## src/rtl/afc_pkg.sv

```systemverilog
// Package: register map, field layout and timing constants for the converter flush and input control block
package afc_pkg;
  // ----------------------------------------------------------------
  // Register offsets (byte addresses, word aligned)
  // ----------------------------------------------------------------
  localparam logic [7:0] AFC_OFS_CONTROL = 8'h00;
  localparam logic [7:0] AFC_OFS_STATUS = 8'h04;
  localparam logic [7:0] AFC_OFS_INPUT_SELECT_CONTROL = 8'h10;
  // ----------------------------------------------------------------
  // Field positions
  // ----------------------------------------------------------------
  localparam int AFC_CTRL_FLUSH_BIT = 0;
  localparam int AFC_CTRL_START_BIT = 1;
  localparam int AFC_STAT_BUSY_BIT = 0;
  localparam int AFC_STAT_PEND_BIT = 1;
  localparam int AFC_STAT_FLUSH_BIT = 2;
  localparam int AFC_POS_LSB = 0;
  localparam int AFC_NEG_LSB = 8;
  localparam int AFC_SCAN_LSB = 16;
  localparam int AFC_OFFS_LSB = 20;
  localparam int AFC_GAIN_LSB = 24;
  // Writable bits of the input control register
  localparam logic [31:0] AFC_INPUT_MASK = 32'h0fff1f1f;
  localparam logic [31:0] AFC_INPUT_RESET = 32'h00000000;
  localparam logic [31:0] AFC_UNMAPPED_READ = 32'h00000000;
  // ----------------------------------------------------------------
  // Gain codes
  // ----------------------------------------------------------------
  localparam logic [3:0] AFC_GAIN_MAX_CODE = 4'h4;
  // ----------------------------------------------------------------
  // Timing
  // ----------------------------------------------------------------
  localparam int AFC_CLK_MHZ = 200;
  localparam int AFC_CONV_NS = 100;
  localparam int AFC_CONV_CYCLES = (AFC_CONV_NS * AFC_CLK_MHZ + 999) / 1000;
  localparam int AFC_CORE_DIV = 4;

  typedef enum logic [2:0] {
    AFC_IDLE = 3'b001,
    AFC_CONV = 3'b010,
    AFC_FLUSH = 3'b100
  } afc_state_t;
endpackage : afc_pkg

```

## src/rtl/afc_flush_input_ctrl.sv

```systemverilog
// Converter control: pipeline flush sequencing and input selection register behind an Avalon-MM slave
`timescale 1ns/100ps
module afc_flush_input_ctrl
  import afc_pkg::*;
#(
  parameter int CONV_CYCLES = AFC_CONV_CYCLES,
  parameter int CORE_DIV = AFC_CORE_DIV
) (
  input wire logic i_clk,
  input wire logic i_rstn,
  input wire logic [7:0] i_avs_address,
  input wire logic i_avs_read,
  input wire logic i_avs_write,
  input wire logic [31:0] i_avs_writedata,
  input wire logic [3:0] i_avs_byteenable,
  output logic [31:0] o_avs_readdata,
  output logic o_avs_waitrequest,
  input wire logic i_start_trigger,
  output logic o_core_clk_en,
  output logic o_pipe_discard,
  output logic o_result_valid,
  output logic [4:0] o_positive_input_select,
  output logic [4:0] o_negative_input_select,
  output logic [3:0] o_scan_input_count,
  output logic [3:0] o_scan_input_offset,
  output logic [4:0] o_gain_factor
);
  // ----------------------------------------------------------------
  // State
  // ----------------------------------------------------------------
  typedef struct packed {
    afc_state_t st;
    logic ack;
    logic [31:0] rdata;
    logic [31:0] input_ctrl;
    logic pending;
    logic resume;
    logic [7:0] div;
    logic [7:0] conv_cnt;
    logic discard;
    logic result;
    logic [1:0] trig_sync;
    logic trig_prev;
  } afc_regs_t;

  afc_regs_t r_q;
  afc_regs_t r_d;
  logic access;
  logic wr_ctrl;
  logic flush_req;
  logic start_req;
  logic core_tick;
  logic trig_rise;

  // Gain code to multiplier; undefined codes fall back to unity
  function automatic logic [4:0] afc_gain_decode(input logic [3:0] code);
    if (code <= AFC_GAIN_MAX_CODE) begin
      afc_gain_decode = 5'h01 << code[2:0];
    end else begin
      afc_gain_decode = 5'h01;
    end
  endfunction : afc_gain_decode

  function automatic logic [31:0] afc_merge(input logic [31:0] old, input logic [31:0] wd, input logic [3:0] be);
    logic [31:0] m;
    m = old;
    for (int i = 0; i < 4; i++) begin
      if (be[i]) begin
        m[i*8 +: 8] = wd[i*8 +: 8];
      end
    end
    afc_merge = m;
  endfunction : afc_merge

  // ----------------------------------------------------------------
  // Bus decode
  // ----------------------------------------------------------------
  // One wait cycle per access: request held, answered at the ack edge
  assign access = (i_avs_read | i_avs_write) & ~r_q.ack;
  assign o_avs_waitrequest = (i_avs_read | i_avs_write) & ~r_q.ack;
  assign wr_ctrl = access & i_avs_write & (i_avs_address == AFC_OFS_CONTROL) & i_avs_byteenable[0];
  assign flush_req = wr_ctrl & i_avs_writedata[AFC_CTRL_FLUSH_BIT];
  assign start_req = wr_ctrl & i_avs_writedata[AFC_CTRL_START_BIT];
  assign core_tick = (r_q.div == 8'(CORE_DIV - 1));
  // Trigger pin is asynchronous; only the second stage is examined
  assign trig_rise = r_q.trig_sync[1] & ~r_q.trig_prev;

  always_comb begin
    r_d = r_q;
    r_d.ack = access;
    r_d.discard = 1'b0;
    r_d.result = 1'b0;
    r_d.trig_sync = {r_q.trig_sync[0], i_start_trigger};
    r_d.trig_prev = r_q.trig_sync[1];
    r_d.div = core_tick ? 8'h00 : r_q.div + 8'h01;
    if (access & i_avs_read) begin
      if (i_avs_address == AFC_OFS_CONTROL) begin
        r_d.rdata = 32'h00000000;
        r_d.rdata[AFC_CTRL_FLUSH_BIT] = (r_q.st == AFC_FLUSH);
      end else if (i_avs_address == AFC_OFS_STATUS) begin
        r_d.rdata = 32'h00000000;
        r_d.rdata[AFC_STAT_BUSY_BIT] = (r_q.st == AFC_CONV);
        r_d.rdata[AFC_STAT_PEND_BIT] = r_q.pending;
        r_d.rdata[AFC_STAT_FLUSH_BIT] = (r_q.st == AFC_FLUSH);
      end else if (i_avs_address == AFC_OFS_INPUT_SELECT_CONTROL) begin
        r_d.rdata = r_q.input_ctrl;
      end else begin
        r_d.rdata = AFC_UNMAPPED_READ;
      end
    end
    if (access & i_avs_write & (i_avs_address == AFC_OFS_INPUT_SELECT_CONTROL)) begin
      r_d.input_ctrl = afc_merge(r_q.input_ctrl, i_avs_writedata, i_avs_byteenable) & AFC_INPUT_MASK;
    end
    if (start_req | trig_rise) begin
      r_d.pending = 1'b1;
    end
    // ----------------------------------------------------------------
    // Conversion sequencer
    // ----------------------------------------------------------------
    case (r_q.st)
      AFC_IDLE: begin
        if (r_q.pending & core_tick) begin
          r_d.st = AFC_CONV;
          r_d.pending = start_req | trig_rise;
          r_d.conv_cnt = 8'h00;
        end
      end
      AFC_CONV: begin
        if (core_tick) begin
          if (r_q.conv_cnt == 8'(CONV_CYCLES - 1)) begin
            r_d.st = AFC_IDLE;
            r_d.result = 1'b1;
          end else begin
            r_d.conv_cnt = r_q.conv_cnt + 8'h01;
          end
        end
      end
      AFC_FLUSH: begin
        // Flush lasts one cycle, then the bit reads back as zero
        r_d.st = AFC_IDLE;
        r_d.pending = r_q.pending | r_q.resume | start_req | trig_rise;
        r_d.resume = 1'b0;
      end
      default: begin
        r_d.st = AFC_IDLE;
      end
    endcase
    // Flush overrides everything, including a completing conversion
    if (flush_req) begin
      r_d.st = AFC_FLUSH;
      r_d.discard = 1'b1;
      r_d.result = 1'b0;
      r_d.resume = (r_q.st == AFC_CONV) | r_q.resume;
      // Keep a queued start even if the sequencer consumed it in this cycle
      r_d.pending = r_q.pending | start_req | trig_rise;
      r_d.div = 8'h00;
      r_d.conv_cnt = 8'h00;
    end
  end

  always_ff @(posedge i_clk or negedge i_rstn) begin
    if (!i_rstn) begin
      r_q <= '{st: AFC_IDLE, input_ctrl: AFC_INPUT_RESET, default: '0};
    end else begin
      r_q <= r_d;
    end
  end

  // ----------------------------------------------------------------
  // Outputs
  // ----------------------------------------------------------------
  assign o_avs_readdata = r_q.rdata;
  assign o_core_clk_en = core_tick & (r_q.st != AFC_FLUSH);
  assign o_pipe_discard = r_q.discard;
  assign o_result_valid = r_q.result;
  assign o_positive_input_select = r_q.input_ctrl[AFC_POS_LSB +: 5];
  assign o_negative_input_select = r_q.input_ctrl[AFC_NEG_LSB +: 5];
  assign o_scan_input_count = r_q.input_ctrl[AFC_SCAN_LSB +: 4];
  assign o_scan_input_offset = r_q.input_ctrl[AFC_OFFS_LSB +: 4];
  assign o_gain_factor = afc_gain_decode(r_q.input_ctrl[AFC_GAIN_LSB +: 4]);

  // ----------------------------------------------------------------
  // Checks
  // ----------------------------------------------------------------
  a_flush_discards: assert property (@(posedge i_clk) disable iff (!i_rstn)
    flush_req |=> o_pipe_discard && r_q.st == AFC_FLUSH) else $error("flush did not discard");
  a_flush_clk_restart: assert property (@(posedge i_clk) disable iff (!i_rstn)
    flush_req |=> r_q.div == 8'h00) else $error("divider not restarted");
  a_flush_no_result: assert property (@(posedge i_clk) disable iff (!i_rstn)
    flush_req |=> !o_result_valid ##1 !o_result_valid) else $error("result delivered across flush");
  a_flush_selfclear: assert property (@(posedge i_clk) disable iff (!i_rstn)
    r_q.st == AFC_FLUSH && !flush_req |=> r_q.st == AFC_IDLE) else $error("flush bit stuck");
  a_flush_resume: assert property (@(posedge i_clk) disable iff (!i_rstn)
    flush_req && r_q.st == AFC_CONV |=> ##1 r_q.pending || r_q.st == AFC_FLUSH) else $error("conversion not resumed");
  a_zero_no_flush: assert property (@(posedge i_clk) disable iff (!i_rstn)
    wr_ctrl && !i_avs_writedata[AFC_CTRL_FLUSH_BIT] && r_q.st != AFC_FLUSH |=> r_q.st != AFC_FLUSH)
    else $error("zero write flushed");
  a_gain_decode: assert property (@(posedge i_clk) disable iff (!i_rstn)
    r_q.input_ctrl[27:24] == 4'h3 |-> o_gain_factor == 5'h08) else $error("gain decode wrong");
  a_gain_max: assert property (@(posedge i_clk) disable iff (!i_rstn)
    r_q.input_ctrl[27:24] == 4'h4 |-> o_gain_factor == 5'h10) else $error("gain 16 wrong");
  a_input_store: assert property (@(posedge i_clk) disable iff (!i_rstn)
    access && i_avs_write && i_avs_address == AFC_OFS_INPUT_SELECT_CONTROL && i_avs_byteenable == 4'hf
    |=> o_positive_input_select == $past(i_avs_writedata[4:0])) else $error("input select not stored");
  a_flush_keeps_pending: assert property (@(posedge i_clk) disable iff (!i_rstn)
    flush_req && r_q.pending |=> r_q.pending) else $error("pending start lost at flush");
  a_discard_no_result: assert property (@(posedge i_clk) disable iff (!i_rstn)
    o_pipe_discard |-> !o_result_valid) else $error("result beside discard");
  c_flush_during_conv: cover property (@(posedge i_clk) disable iff (!i_rstn) flush_req && r_q.st == AFC_CONV);
  c_result: cover property (@(posedge i_clk) disable iff (!i_rstn) o_result_valid);
  c_flush_idle: cover property (@(posedge i_clk) disable iff (!i_rstn) flush_req && r_q.st == AFC_IDLE);
  c_flush_pending: cover property (@(posedge i_clk) disable iff (!i_rstn) flush_req && r_q.pending);
endmodule : afc_flush_input_ctrl

```

## config.mk

```make
export PLATFORM = sky130hd
export DESIGN_NAME = afc_flush_input_ctrl
export DESIGN_NICKNAME = d
export VERILOG_FILES = /design/src/rtl/afc_pkg.sv /design/src/rtl/afc_flush_input_ctrl.sv
export SDC_FILE = /design/constraint.sdc
export NUM_CORES = 1
export LEC_CHECK = 0
export ABC_AREA = 1
export BUFFER_PORTS_ARGS = -buffer_cell sky130_fd_sc_hd__buf_2
export CORE_MARGIN = 2
export CORE_UTILIZATION = 55
export DETAILED_ROUTE_END_ITERATION = 12
export MAX_ROUTING_LAYER = met4
export PLACE_DENSITY = 0.82
export SLEW_MARGIN = 20
export SYNTH_ARGS = -nofsm -noshare
export SYNTH_HDL_FRONTEND = slang
export SYNTH_SLANG_ARGS = --single-unit
```

## constraint.sdc

```tcl
create_clock -name i_clk -period 3.9 [get_ports i_clk]
set_input_delay 0.39 -clock i_clk [delete_from_list [all_inputs] [get_ports i_clk]]
set_output_delay 0.39 -clock i_clk [all_outputs]
set_load 0.05 [all_outputs]
```

Yosys cells after proc, flatten, opt, wreduce, memory -nomap -nowiden. Index checks and enable logic that the tools add are counted.

$add $sub $neg: 2. Shifts and indexed selects: 1. Bitwise gates (word level): 21. Magnitude comparators: 1. Mux-type cells: 22. Equal/unequal tests: 12. Reductions and logical operators: 9.

Operator list (number): 28-bit two-way mux (3); 8-bit two-way mux (4); 20-bit two-way mux (1); 8-bit by 1-bit adder with 8-bit output (second input constant) (2); 8-bit by 5-bit == test with 1-bit output (second input constant) (2); 8-bit case mux with 2 select lines (1); 3-bit two-way mux (4); 3-bit != test (second input constant) (4); 1-bit AND (11); 8-bit by 2-bit == test with 1-bit output (second input constant) (1); 8-bit by 3-bit == test with 1-bit output (second input constant) (1); 8-bit logical NOT (1); 1-bit OR (8); 2-bit AND reduction (4); 1-bit two-way mux (6); 3-bit case mux with 2 select lines (1); 5-bit two-way mux (1); 1-bit by 3-bit << shifter with 5-bit output (first input constant) (1); 4-bit by 3-bit <= comparator with 1-bit output (second input constant) (1); 4-bit AND reduction (1); 3-bit by 1-bit == test with 1-bit output (second input constant) (1); 3-bit by 2-bit == test with 1-bit output (second input constant) (1); 3-bit == test (second input constant) (1); 3-bit by 2-bit != test with 1-bit output (second input constant) (1); 5 further kinds (6).

Output and inout bits: 59. Word-level logic and storage cells: 83. Input bits: 49. Register bits after elaboration: 81.

Depth between registers and ports, before layout. Gate-level depths: netlist of the first run.

Word-level depth: 11. Depth in mapped cells: 10.

Worst setup path after synthesis of the first run. Ideal clock, no wire load.

Kind: register to output. From: reg r_q[48] (netlist name). To: out o_gain_factor[0]. Path buffers: 0. Arrival time: 2185 ps. Data required time: 3510 ps. Slack: 1325 ps. Stages on the path, launching flop included: 5. Path through: dfrtp_1 inv_1 nand2_1 nor3_1 a21oi_1.

Longest elaborated chain between the ends: 2.

Ends and longest elaborated chain: start: declaration (RTL line afc_flush_input_ctrl.sv:46) `afc_regs_t r_q;`; start signal: assignment (RTL line afc_flush_input_ctrl.sv:165) `r_q <= r_d;`; 4-bit by 3-bit <= comparator with 1-bit output or 1-bit by 3-bit << shifter with 5-bit output (tied branches) (RTL line afc_flush_input_ctrl.sv:57, afc_flush_input_ctrl.sv:58); 5-bit two-way mux * (RTL line afc_flush_input_ctrl.sv:57) `if (code <= AFC_GAIN_MAX_CODE) begin`; end: declaration (RTL line afc_flush_input_ctrl.sv:26) `output logic [4:0] o_gain_factor`.

Mark *: on every way between the ends. The rest lies on a longest branch, timed or not.

Worst setup path in the final report of the first run.
From: reg r_q[13] (netlist name). To: out o_core_clk_en.

Longest elaborated chain between the ends: 2.

Ends and longest elaborated chain: 8-bit by 2-bit == test with 1-bit output (RTL line afc_flush_input_ctrl.sv:84) `assign core_tick = (r_q.div == 8'(CORE_DIV - 1));`; 1-bit AND (RTL line afc_flush_input_ctrl.sv:173) `assign o_core_clk_en = core_tick & (r_q.st != AFC_FLUSH);`; end: declaration (RTL line afc_flush_input_ctrl.sv:19) `output logic o_core_clk_en,`.

No other way between the ends.

==> impl_results.md, run 1 <==
* Post-DP HPWL at 5075 um
* Max Freq at 0.4365 GHz
* Maximum fanout along the worst path at 5
* # nets final at 524
* I/O Pins at 108
* RSZ-0062 raised after global routing: false
* Synth-to-Final Area Change at 13.16%
* WP buf/inv at 1
* Drt first-iter violations at 150
* Slew @ Worst Pin at between 0.7 and 0.8 ns
* Initial core utilization at 56.46%
* Num CTS Buffers at 9
* Seq/Total Area, Yosys at 49.88%
* Die Area at 7141 um2
* Leak Pwr at about 2.1 nW
* Vias per cell at 4.971
* Clock transition at the registers of the reported paths at 0.08 ns
* Setup-failing EPs final at 0
* Max-Cap Viols at 0
* Worst path depth at 5
* Run status: completed
* Flop pwr share at 41.3%
* RePlAce Congestion at 0.9073
* Yosys warns at 0
* DRC at 0
* Synth cell types at 36
* R2r worst-path depth at 8
* Crit. End Element: primary output
* Asr flop ratio synth at 100.0%
* Antenna-violating nets left at 0
* Final Max Tran Viols at 0
* Rel. slew slack at ~53%
* Hold Buf Count CTS at 0
* Number of port buffers at 87
* Fin. Hold Viols at 0
* Initial antenna violation count at 0
* Main synth FF type: dfrtp_1
* WP data arrival at 1.90 ns
* Core Area at 6314 um2
* Clock Power Share at 40.6%
* CTS tree: yes
* First-pass GRT wire length at 12160 um
* Post-synth EDFFs at 0
* Delay-heaviest family, CP: simple AND/OR/NAND/NOR gates
* Largest net degree at the start of global routing at 47
* Final core utilization at approximately 64%
* Combinational power share at 18.1%
* Gr ovfl total at 0
* Resize count post-CTS at 0
* Maximum vdd ir drop at 299.4 uV
* Fin Setup TNS at 0 ns
* Die Y at 84.51 um
* Switching share of power at 28.63%
* Total track usage at between 20% and 30%
* Vias at 2759
* WS Path Type: flip-flop to primary output
* Mapped Avg Cell Area at 8.487 um2
* Cell area after synthesis at 3565 um2
* NetSw at 0.5890 mW
* Post-detailed-route wirelength per cell at 12.64 um
* Synth Instances at 420
* H-tree levels at 3
* Later-pin clock latency in the skew report at 0.33 ns
* ANT cells at 0
* CP Cell Sequence: ha_1 -> nor3b_1 -> nand3_1 -> nor2_1 -> buf_2
* Fin crit share at 58.75%
* Cell Int Power at 1.468 mW
* P per Cell Area at roughly 510 nW/um2
* DR pass1 iterations at 4
* Layout cell share with drive strength beyond 1 at 24.90%
* CTS Buffer Depth at 2
* Crit-path slowest cell: dfrtp_1
* Post-CTS setup buffer count at 0
* Clk sinks at 71
* Min cycle time layout at 2.291 ns
* Worst setup SP type: flip-flop
* Routed WL at 7015 um
* Vias in the first global route at 2678
* Clk_skew at between 0.01 and 0.015 ns
* Worst path max stage delay at 0.38 ns
* # fillers at 555
* Worst Path Required at 3.51 ns
* HP Class: primary input to asynchronous set/reset pin
* Post-synthesis register bit count at 71
* Die width at ~85 um
* Site Rows at 29
* Root Driver: clkbuf_8
path summary, 6_finish.rpt:
| check | start | endpoint | slack (ns) |
|---|---|---|---|
| hold reg to reg | r_d[2]$_DFF_PN0_ | r_d[0]$_DFF_PN0_ | 0.34 |
| hold / removal | i_rstn | o_negative_input_select[1]$_DFFE_PN0P_ | 0.05 |
| setup reg to reg | r_q[13]$_DFF_PN0_ | r_q[10]$_DFFE_PN0P_ | 2.07 |
| min in group i_clk | i_start_trigger | r_d[2]$_DFF_PN0_ | 0.17 |
| max in group asynchronous | i_rstn | o_negative_input_select[0]$_DFFE_PN0P_ | 3.11 |
| setup / recovery | r_q[13]$_DFF_PN0_ | o_core_clk_en | 1.61 |
cells in the mapped netlist, types with 2 or more instances:
cell type | n | share of area (%)
a21oi_1 | 10 | 1.4
buf_2 | 2 | 0.28
buf_4 | 50 | 11
clkbuf_1 | 2 | 0.21
dfrtp_1 | 70 | 49
ha_1 | 2 | 0.70
inv_1 | 51 | 5.4
nand2_1 | 85 | 9.0
nand3_1 | 15 | 2.1
nand3_2 | 3 | 0.84
nand3b_1 | 3 | 0.63
nand4_1 | 2 | 0.35
nor2_1 | 38 | 4.0
nor2_2 | 3 | 0.53
nor2_4 | 2 | 0.63
nor3_1 | 5 | 0.70
nor3b_1 | 3 | 0.63
nor4_1 | 3 | 0.53
o21ai_0 | 45 | 6.3
o21ai_1 | 6 | 0.84
xnor2_1 | 3 | 0.74
xor2_1 | 3 | 0.74
cell families (layout without fill, tap and decap cells):
logic type      Yosys count  count (layout)  share of synthesized area (%)
fa+ha+maj                 2               2                         0.7019
flops                    71              71                          49.88
buf+inv                 107             156                          16.64
other cells               1              10                         0.1052
compound gates           65              65                          9.337
simple gates            168             168                          21.87
xor+xnor                  6               6                          1.474
state kept, by name (all words and copies together), names as in the netlist:
register,flops
o_negative_input_select,5
o_result_valid,1
o_positive_input_select,5
r_q,27
o_scan_input_offset,4
o_scan_input_count,4
r_d,2
o_pipe_discard,1
o_avs_readdata,22
layer usage:
layer	global-route usage, %	up-vias	wire [um]
met4	5.916	0	46
li1	-	1374	-
met5	-	-	0
met2	35.22	80	3559
met3	4.720	6	344
met1	27.33	1299	3065
power by group through the flow:
stage          combinational (mW)  clock [mW]  sequential (mW)
6_report                    0.373       0.835            0.850
5_1_grt                     0.425       0.886            0.858
3_3_place_gp                0.362           0            0.858
3_5_place_dp                0.374           0            0.863
4_1_cts                     0.376       0.851            0.849
2_1_floorplan               0.298           0            0.849
worst register-to-register path: cells and delay by family (launching register included):
kind                       cells  cell delay, ns
adders and majority gates      1            0.22
DFF                            1            0.38
and+or+nand+nor                7            1.17
per-stage QoR:
stage	setup slack [ns]	cells	hold WS [ns]	power [mW]	cell area (um2)
after floorplan	1.325	429	0.09441	1.147	3598
after global placement	1.964	539	0.3341	1.220	3740
after CTS	1.591	555	0.1548	2.076	4031
after global routing	1.463	555	0.08337	2.169	4034
after detailed placement	1.883	539	0.3358	1.237	3740
final	1.609	555	0.04984	2.057	4034
final cells by class:
cell class	instances	area, um2	area share (%)
Clock inverter	7	167.7	4.156
Clock buffer	9	123.9	3.071
Inverter	52	195.2	4.839
Sequential cell	71	1778	44.08
Multi-Input combinational cell	251	1227	30.43
Timing Repair Buffer	88	445.4	11.04
Tap cell	77	96.34	2.388
layout by cell type, fill, tap and decap left out, types with 2 or more instances in the layout:
cell,synthesis,final
nor3b_1,3,3
nand3b_1,3,3
a21oi_1,10,10
o21ai_0,45,45
buf_2,2,86
nor2_4,2,2
bufinv_16,0,5
ha_1,2,2
inv_1,51,51
nor4_1,3,3
dfrtp_1,70,70
nand3_2,3,3
nand2_1,85,85
nor2_2,3,3
xnor2_1,3,3
buf_4,50,2
o21ai_1,6,6
clkbuf_8,0,9
nand3_1,15,15
nand4_1,2,2
nor3_1,5,5
nor2_1,38,38
conb_1,1,10
xor2_1,3,3
Note: power is estimated with default switching activity, not from simulation.
==> run 2, diff against run 1 <==
- CORE_UTILIZATION: 55 -> 47
- PLACE_DENSITY: 0.82 -> 0.74
- clock period: 3.9 -> 2.1 ns (I/O delays scaled with it)
==> run 2 against run 1 <==
Effect of this change: clock skew is essentially flat; register-to-register slack lost 1.7 ns; largest power group unchanged; critical endpoint unchanged; combinational power grew 89%; flip-flop and latch count is the same; critical path depth is the same; routed wire length is essentially flat.
==> impl_results.md, run 2 (synthesis results as in run 1) <==
* Fin Setup TNS at 0 ns (unchanged)
* Setup ws final at 0.1783 ns (-1.431 ns)
* P per Cell Area at 859.3 nW/um2 (+68%)
* RSZ-0062 raised after global routing: false
* # nets final at 528 (+0.76%)
* Pre-CTS WS at 0.3333 ns (-1.550 ns)
* H-tree levels at 3 (unchanged)
* Worst Min Path Start: i_avs_writedata[22]
* Largest net degree at the start of global routing at 72 (+53%)
* Hold Crit Endpoint: o_scan_input_offset[2]$_DFFE_PN0P_
* Drt first-iter violations at 105 (-30%)
* HP Class: primary input to flip-flop
* # fillers at 688 (+24%)
* Core Area at 7292 um2 (+15%)
* Routed WL at 7010 um (about the same)
* R2r worst-path depth at 8 (unchanged)
* Run status: completed
* WP data arrival at 1.71 ns (-0.19 ns)
* ANT cells at 0 (unchanged)
* Most flops, register: r_q
* DRC at 0 (unchanged)
* First-pass GRT wire length at 11990 um (-1.4%)
* Clk sinks at 71 (unchanged)
* Rel. slew slack at 52.02% (-0.52 points)
* Hold Crit Depth at 3
* CTS tree: yes
* Antenna-violating nets left at 0 (unchanged)
* Max-Cap Viols at 0 (unchanged)
* Gr ovfl total at 0 (unchanged)
* Reg-to-Reg End: r_q[10]$_DFFE_PN0P_
* Clk_skew at 0.01001 ns (-0.0002296 ns)
* Clock transition at the registers of the reported paths at 0.08 ns (about the same)
* RePlAce Congestion at 0.8261 (-8.9%)
* R2R Setup Slk at 0.39 ns (-1.68 ns)
* WS Path Type: flip-flop to primary output
* Fin crit share at 91.51%
* Post-DP HPWL at 5053 um (-0.43%)
* Later-pin clock latency in the skew report at 0.34 ns (about the same)
* Vias per cell at 4.747 (-4.5%)
* Number of port buffers at 87 (unchanged)
* Die Area at 8297 um2 (+16%)
* Synth-to-Final Area Change at 13.65%
* Maximum fanout along the worst path at 5 (unchanged)
* Fin. Hold Viols at 0 (unchanged)
* Num CTS Buffers at 9 (unchanged)
* Vias at 2758 (-0.036%)
* Site Rows at 31 (+6.9%)
* Max reg flops at 27 (unchanged)
* Most frequent cells in the layout: buf_2 (86), nand2_1 (85), dfrtp_1 (70), inv_1 (51), o21ai_0 (45)
* Die Y at 91.09 um (+7.8%)
* Setup-failing EPs final at 0 (unchanged)
* Most common cell after layout, fill and taps aside: buf_2
* Root Driver: clkbuf_8
* Final Max Tran Viols at 0 (unchanged)
* Leak Pwr at 2.124 nW (-0.72%)
* Layout cell share with drive strength beyond 1 at 25.52% (+0.62 points)
* Worst setup SP type: flip-flop
* Initial antenna violation count at 0 (unchanged)
* Total track usage at 18.49% (-3.1 points)
* Initial core utilization at 48.88% (-7.6 points)
* Storage element area at 1778 um2 (unchanged)
* Vias in the first global route at 2714 (+1.3%)
* Critical path launch point: r_q[13]$_DFF_PN0_
* Reg2reg start: r_q[13]$_DFF_PN0_
* CTS Buffer Depth at 2 (unchanged)
* Crit. End Element: primary output
* Max Freq at 0.5204 GHz
* I/O Pins at 108 (unchanged)
* Min cycle time layout at 1.922 ns
* Area occupied by multi-input gates at 1240 um2 (+1.0%)
* Maximum vdd ir drop at 411.9 uV (+38%)
* Die width at 91.09 um (+7.8%)
* Slew @ Worst Pin at 0.7189 ns (+0.007828 ns)
* Hold Worst Slack at 0.07106 ns (+0.02122 ns)
* DR pass1 iterations at 4 (unchanged)
* Post-detailed-route wirelength per cell at 12.07 um (-4.5%)
* Power consumption at 3.481 mW (+69%)
* Worst Path Required at 1.89 ns (-1.62 ns)
-- run 2: cell types whose count changed in the layout (fill, tap and decap cells not counted), sizes merged --
cell / previous run / this run
bufinv: 5 / 2
clkinv: 1 / 2
clkbuf: 9 / 10
dlygate4sd3: 0 / 2
clkinvlp: 0 / 1
buf: 88 / 90
-- run 2: per-layer routing --
metal	up-vias	share of wire (%)	global-route usage (%)	routed length [um]
met4	0	1.2	8.081	81
met2	74	47	29.51	3265
met5	-	0	-	0
met3	6	5.5	4.481	383
met1	1292	47	22.45	3280
li1	1386	-	-	-
-- run 2: worst max-delay path by stage --
stage	to	slack, ns	cells past startpoint
finish	o_core_clk_en	0.18	5
global route	o_core_clk_en	0.001	5
CTS	o_core_clk_en	0.03	5
detailed placement	r_q[8]$_DFFE_PN0P_	0.33	9
global placement	o_core_clk_en	0.38	5
floorplan	o_gain_factor[3]	-0.07	1
-- run 2: stage by stage --
stage | util [%] | instance area [um2] | cells
after global routing | 55.56 | 4051 | 581
after floorplan | - | 3603 | 429
after detailed placement | 52.11 | 3800 | 563
final | 55.56 | 4051 | 581
after CTS | 55.46 | 4044 | 581
after global placement | 52.11 | 3800 | 563
-- run 2: area by class of cell --
type,instances,share of cell area (%)
Clock buffer,10,3.150
Inverter,52,4.818
Timing Repair Buffer,92,12.17
Clock inverter,6,2.316
Sequential cell,71,43.89
Tap cell,99,3.057
Multi-Input combinational cell,251,30.61
-- run 2: power by group --
group / internal, mW / leakage [nW] / total [mW] / switching (mW)
combinational: 0.216 / 1.17 / 0.704 / 0.488
sequential: 1.48 / 0.844 / 1.58 / 0.0956
clock: 0.677 / 0.107 / 1.20 / 0.525
-- run 2: repair_timing --
action                                  in CTS  in global routing
setup buffers                                0                  0
pin swaps                                    0                  1
hold buffers                                 2                  0
resized for setup                            1                  2
endpoints found under the setup margin       1                  1
hold endpoints to repair                    71                  0
-- run 2: critical path, cell delays in order, from the launching register on --
cell     delay, ns
dfrtp_1       0.38
ha_1          0.20
nor3b_2       0.21
nand3_1       0.21
nor2_2        0.16
buf_4         0.21
==> run 3, diff against run 2 <==
- BUFFER_PORTS_ARGS: -buffer_cell sky130_fd_sc_hd__buf_2 -> -buffer_cell sky130_fd_sc_hd__clkbuf_2
- REMOVE_ABC_BUFFERS: default -> 1
- SLEW_MARGIN: 20 -> default
==> run 3 against run 2 <==
Effect of this change: sequential share of layout area barely moved; total power rose by 0.72%; flip-flop and latch count did not move; via count rose by 1.1%; design area barely moved; final cell count rose by 0.17%; combinational power rose by 2%; setup slack got worse by 0.036 ns; register-to-register slack barely moved; clock power barely moved.
==> impl_results.md, run 3 (synthesis results as in run 1) <==
* Most flops, register: r_q
* Drt first-iter violations at 156 (+49%)
* Final Max Tran Viols at 0 (unchanged)
* Root Driver: clkbuf_8
* Worst path max stage delay at 0.36 ns (-0.02 ns)
* Power consumption at 3.506 mW (+0.72%)
* Setup-failing EPs final at 0 (unchanged)
* Fin. Hold Viols at 0 (unchanged)
* Post-route cell area at 4050 um2 (about the same)
* Max Freq at 0.5108 GHz (-1.8%)
* Fin crit share at 93.23% (+1.7 points)
* Run status: completed
* Worst Path Required at 1.89 ns (about the same)
* RePlAce Congestion at 0.8293 (+0.39%)
* CTS tree: yes
* Crit-path slowest cell: dfrtp_1
* WP data arrival at 1.75 ns (+0.04 ns)
* CTS Buffer Depth at 2 (unchanged)
* Synth-to-Final Area Change at 13.62% (about the same)
* Min cycle time layout at 1.958 ns (+0.03606 ns)
* Total track usage at 19.66% (+1.2 points)
* Max-Cap Viols at 0 (unchanged)
* H-tree levels at 3 (unchanged)
* Leak Pwr at 2.129 nW (+0.25%)
* First-pass GRT wire length at 12630 um (+5.3%)
* Most frequent cells in the layout: nand2_1 (85), clkbuf_2 (85), dfrtp_1 (70), inv_1 (51), o21ai_0 (45)
* Die Area at 8297 um2 (unchanged)
* Maximum fanout along the worst path at 5 (unchanged)
* Post-DP HPWL at 5292 um (+4.7%)
* Core Area at 7292 um2 (unchanged)
* Clk sinks at 71 (unchanged)
* Placed Instance Area at 3802 um2 (about the same)
* Die width at 91.09 um (unchanged)
* Number of port buffers at 87 (unchanged)
* DR pass1 iterations at 4 (unchanged)
* Num CTS Buffers at 9 (unchanged)
* Later-pin clock latency in the skew report at 0.35 ns (about the same)
* Max reg flops at 27 (unchanged)
* Clk_skew at 0.01104 ns (+0.001027 ns)
* Initial antenna violation count at 0 (unchanged)
* # nets final at 529 (+0.19%)
* Slew @ Worst Pin at 0.7700 ns (+0.05104 ns)
* Gr ovfl total at 0 (unchanged)
* Die Y at 91.09 um (unchanged)
* Maximum vdd ir drop at 512.0 uV (+24%)
* Layout cell share with drive strength beyond 1 at 25.26% (-0.26 points)
* I/O Pins at 108 (unchanged)
* Largest net degree at the start of global routing at 72 (unchanged)
* RSZ-0062 raised after global routing: false
* Post-detailed-route wirelength per cell at 12.31 um (+2.1%)
* Initial core utilization at 48.88% (unchanged)
* Crit. End Element: primary output
* Worst setup SP type: flip-flop
* Rel. slew slack at 48.61% (-3.4 points)
* HP Class: primary input to flip-flop
* Vias per cell at 4.789 (+0.88%)
* WS Path Type: flip-flop to primary output
* Antenna-violating nets left at 0 (unchanged)
* DRC at 0 (unchanged)
* P per Cell Area at 865.7 nW/um2 (+0.75%)
* CP Cell Sequence: ha_1 -> nor3b_2 -> nand3_1 -> nor2_1 -> clkbuf_4
* Vias at 2787 (+1.1%)
* Site Rows at 31 (unchanged)
* Post-CTS setup buffer count at 0 (unchanged)
* Vias in the first global route at 2770 (+2.1%)
* ANT cells at 0 (unchanged)
* Clock transition at the registers of the reported paths at 0.08 ns (about the same)
* Routed WL at 7167 um (+2.2%)
## run 3: worst paths after layout
kind	from	endpoint	slack (ns)	cells after the start
setup / recovery	r_q[13]$_DFF_PN0_	o_core_clk_en	0.14	5
hold / removal	i_avs_writedata[9]	o_negative_input_select[1]$_DFFE_PN0P_	0.06	3
max in group asynchronous	i_rstn	r_q[88]$_DFFE_PN1P_	1.35	3
min in group asynchronous	i_rstn	o_avs_readdata[17]$_DFFE_PN0P_	0.41	3
setup reg to reg	r_q[13]$_DFF_PN0_	r_q[9]$_DFFE_PN0P_	0.38	8
hold reg to reg	r_d[2]$_DFF_PN0_	r_d[0]$_DFF_PN0_	0.35	0
## run 3: critical path: cells and delay by family, from the launching register on
family | cells | cell delay [ns]
adder cells (fa/ha/maj) | 1 | 0.22
AND/OR/NAND/NOR | 3 | 0.59
buffers and inverters | 1 | 0.25
flip-flops | 1 | 0.36
## run 3: area by class of cell
class / instances / area [um2]
sequential: 71 / 1778
fill: 727 / 3242
tap: 99 / 123.9
clock buffer: 10 / 127.6
multi-input combinational: 251 / 1232
timing repair buffer: 93 / 500.5
inverter: 52 / 195.2
clock inverter: 6 / 92.59
## run 3: timing repair
item,4_1_cts,5_1_grt
pin swaps,0,1
endpoints found under the setup margin,1,1
hold endpoints to repair,71,0
hold buffers,2,0
resized for setup,1,1
## run 3: through the flow
stage / setup TNS [ns] / std cells / util, % / hold WS [ns] / setup WS, ns
global placement: 0 / 564 / 52.14 / 0.2638 / 0.3229
finish: 0 / 582 / 55.54 / 0.06472 / 0.1422
global route: 0 / 582 / 55.54 / 0.07680 / 0.01813
CTS: 0 / 582 / 55.47 / 0.05635 / 0.005211
detailed placement: 0 / 564 / 52.14 / 0.2678 / 0.2929
floorplan: -0.5027 / 374 / - / -0.08559 / -0.2952
## run 3: per-layer routing
| layer | vias up | GRT usage [%] | part of all wire [%] |
|---|---|---|---|
| met5 | - | - | 0 |
| li1 | 1390 | - | - |
| met2 | 88 | 31.05 | 48 |
| met3 | 17 | 3.071 | 5.2 |
| met1 | 1292 | 24.21 | 44 |
| met4 | 0 | 10.98 | 2.7 |
## run 3: power by group
| part | internal, mW | switching (mW) | leakage (nW) |
|---|---|---|---|
| combinational | 0.226 | 0.493 | 1.18 |
| sequential | 1.48 | 0.0959 | 0.844 |
| clock | 0.677 | 0.535 | 0.104 |
| total | 2.38 | 1.12 | 2.13 |
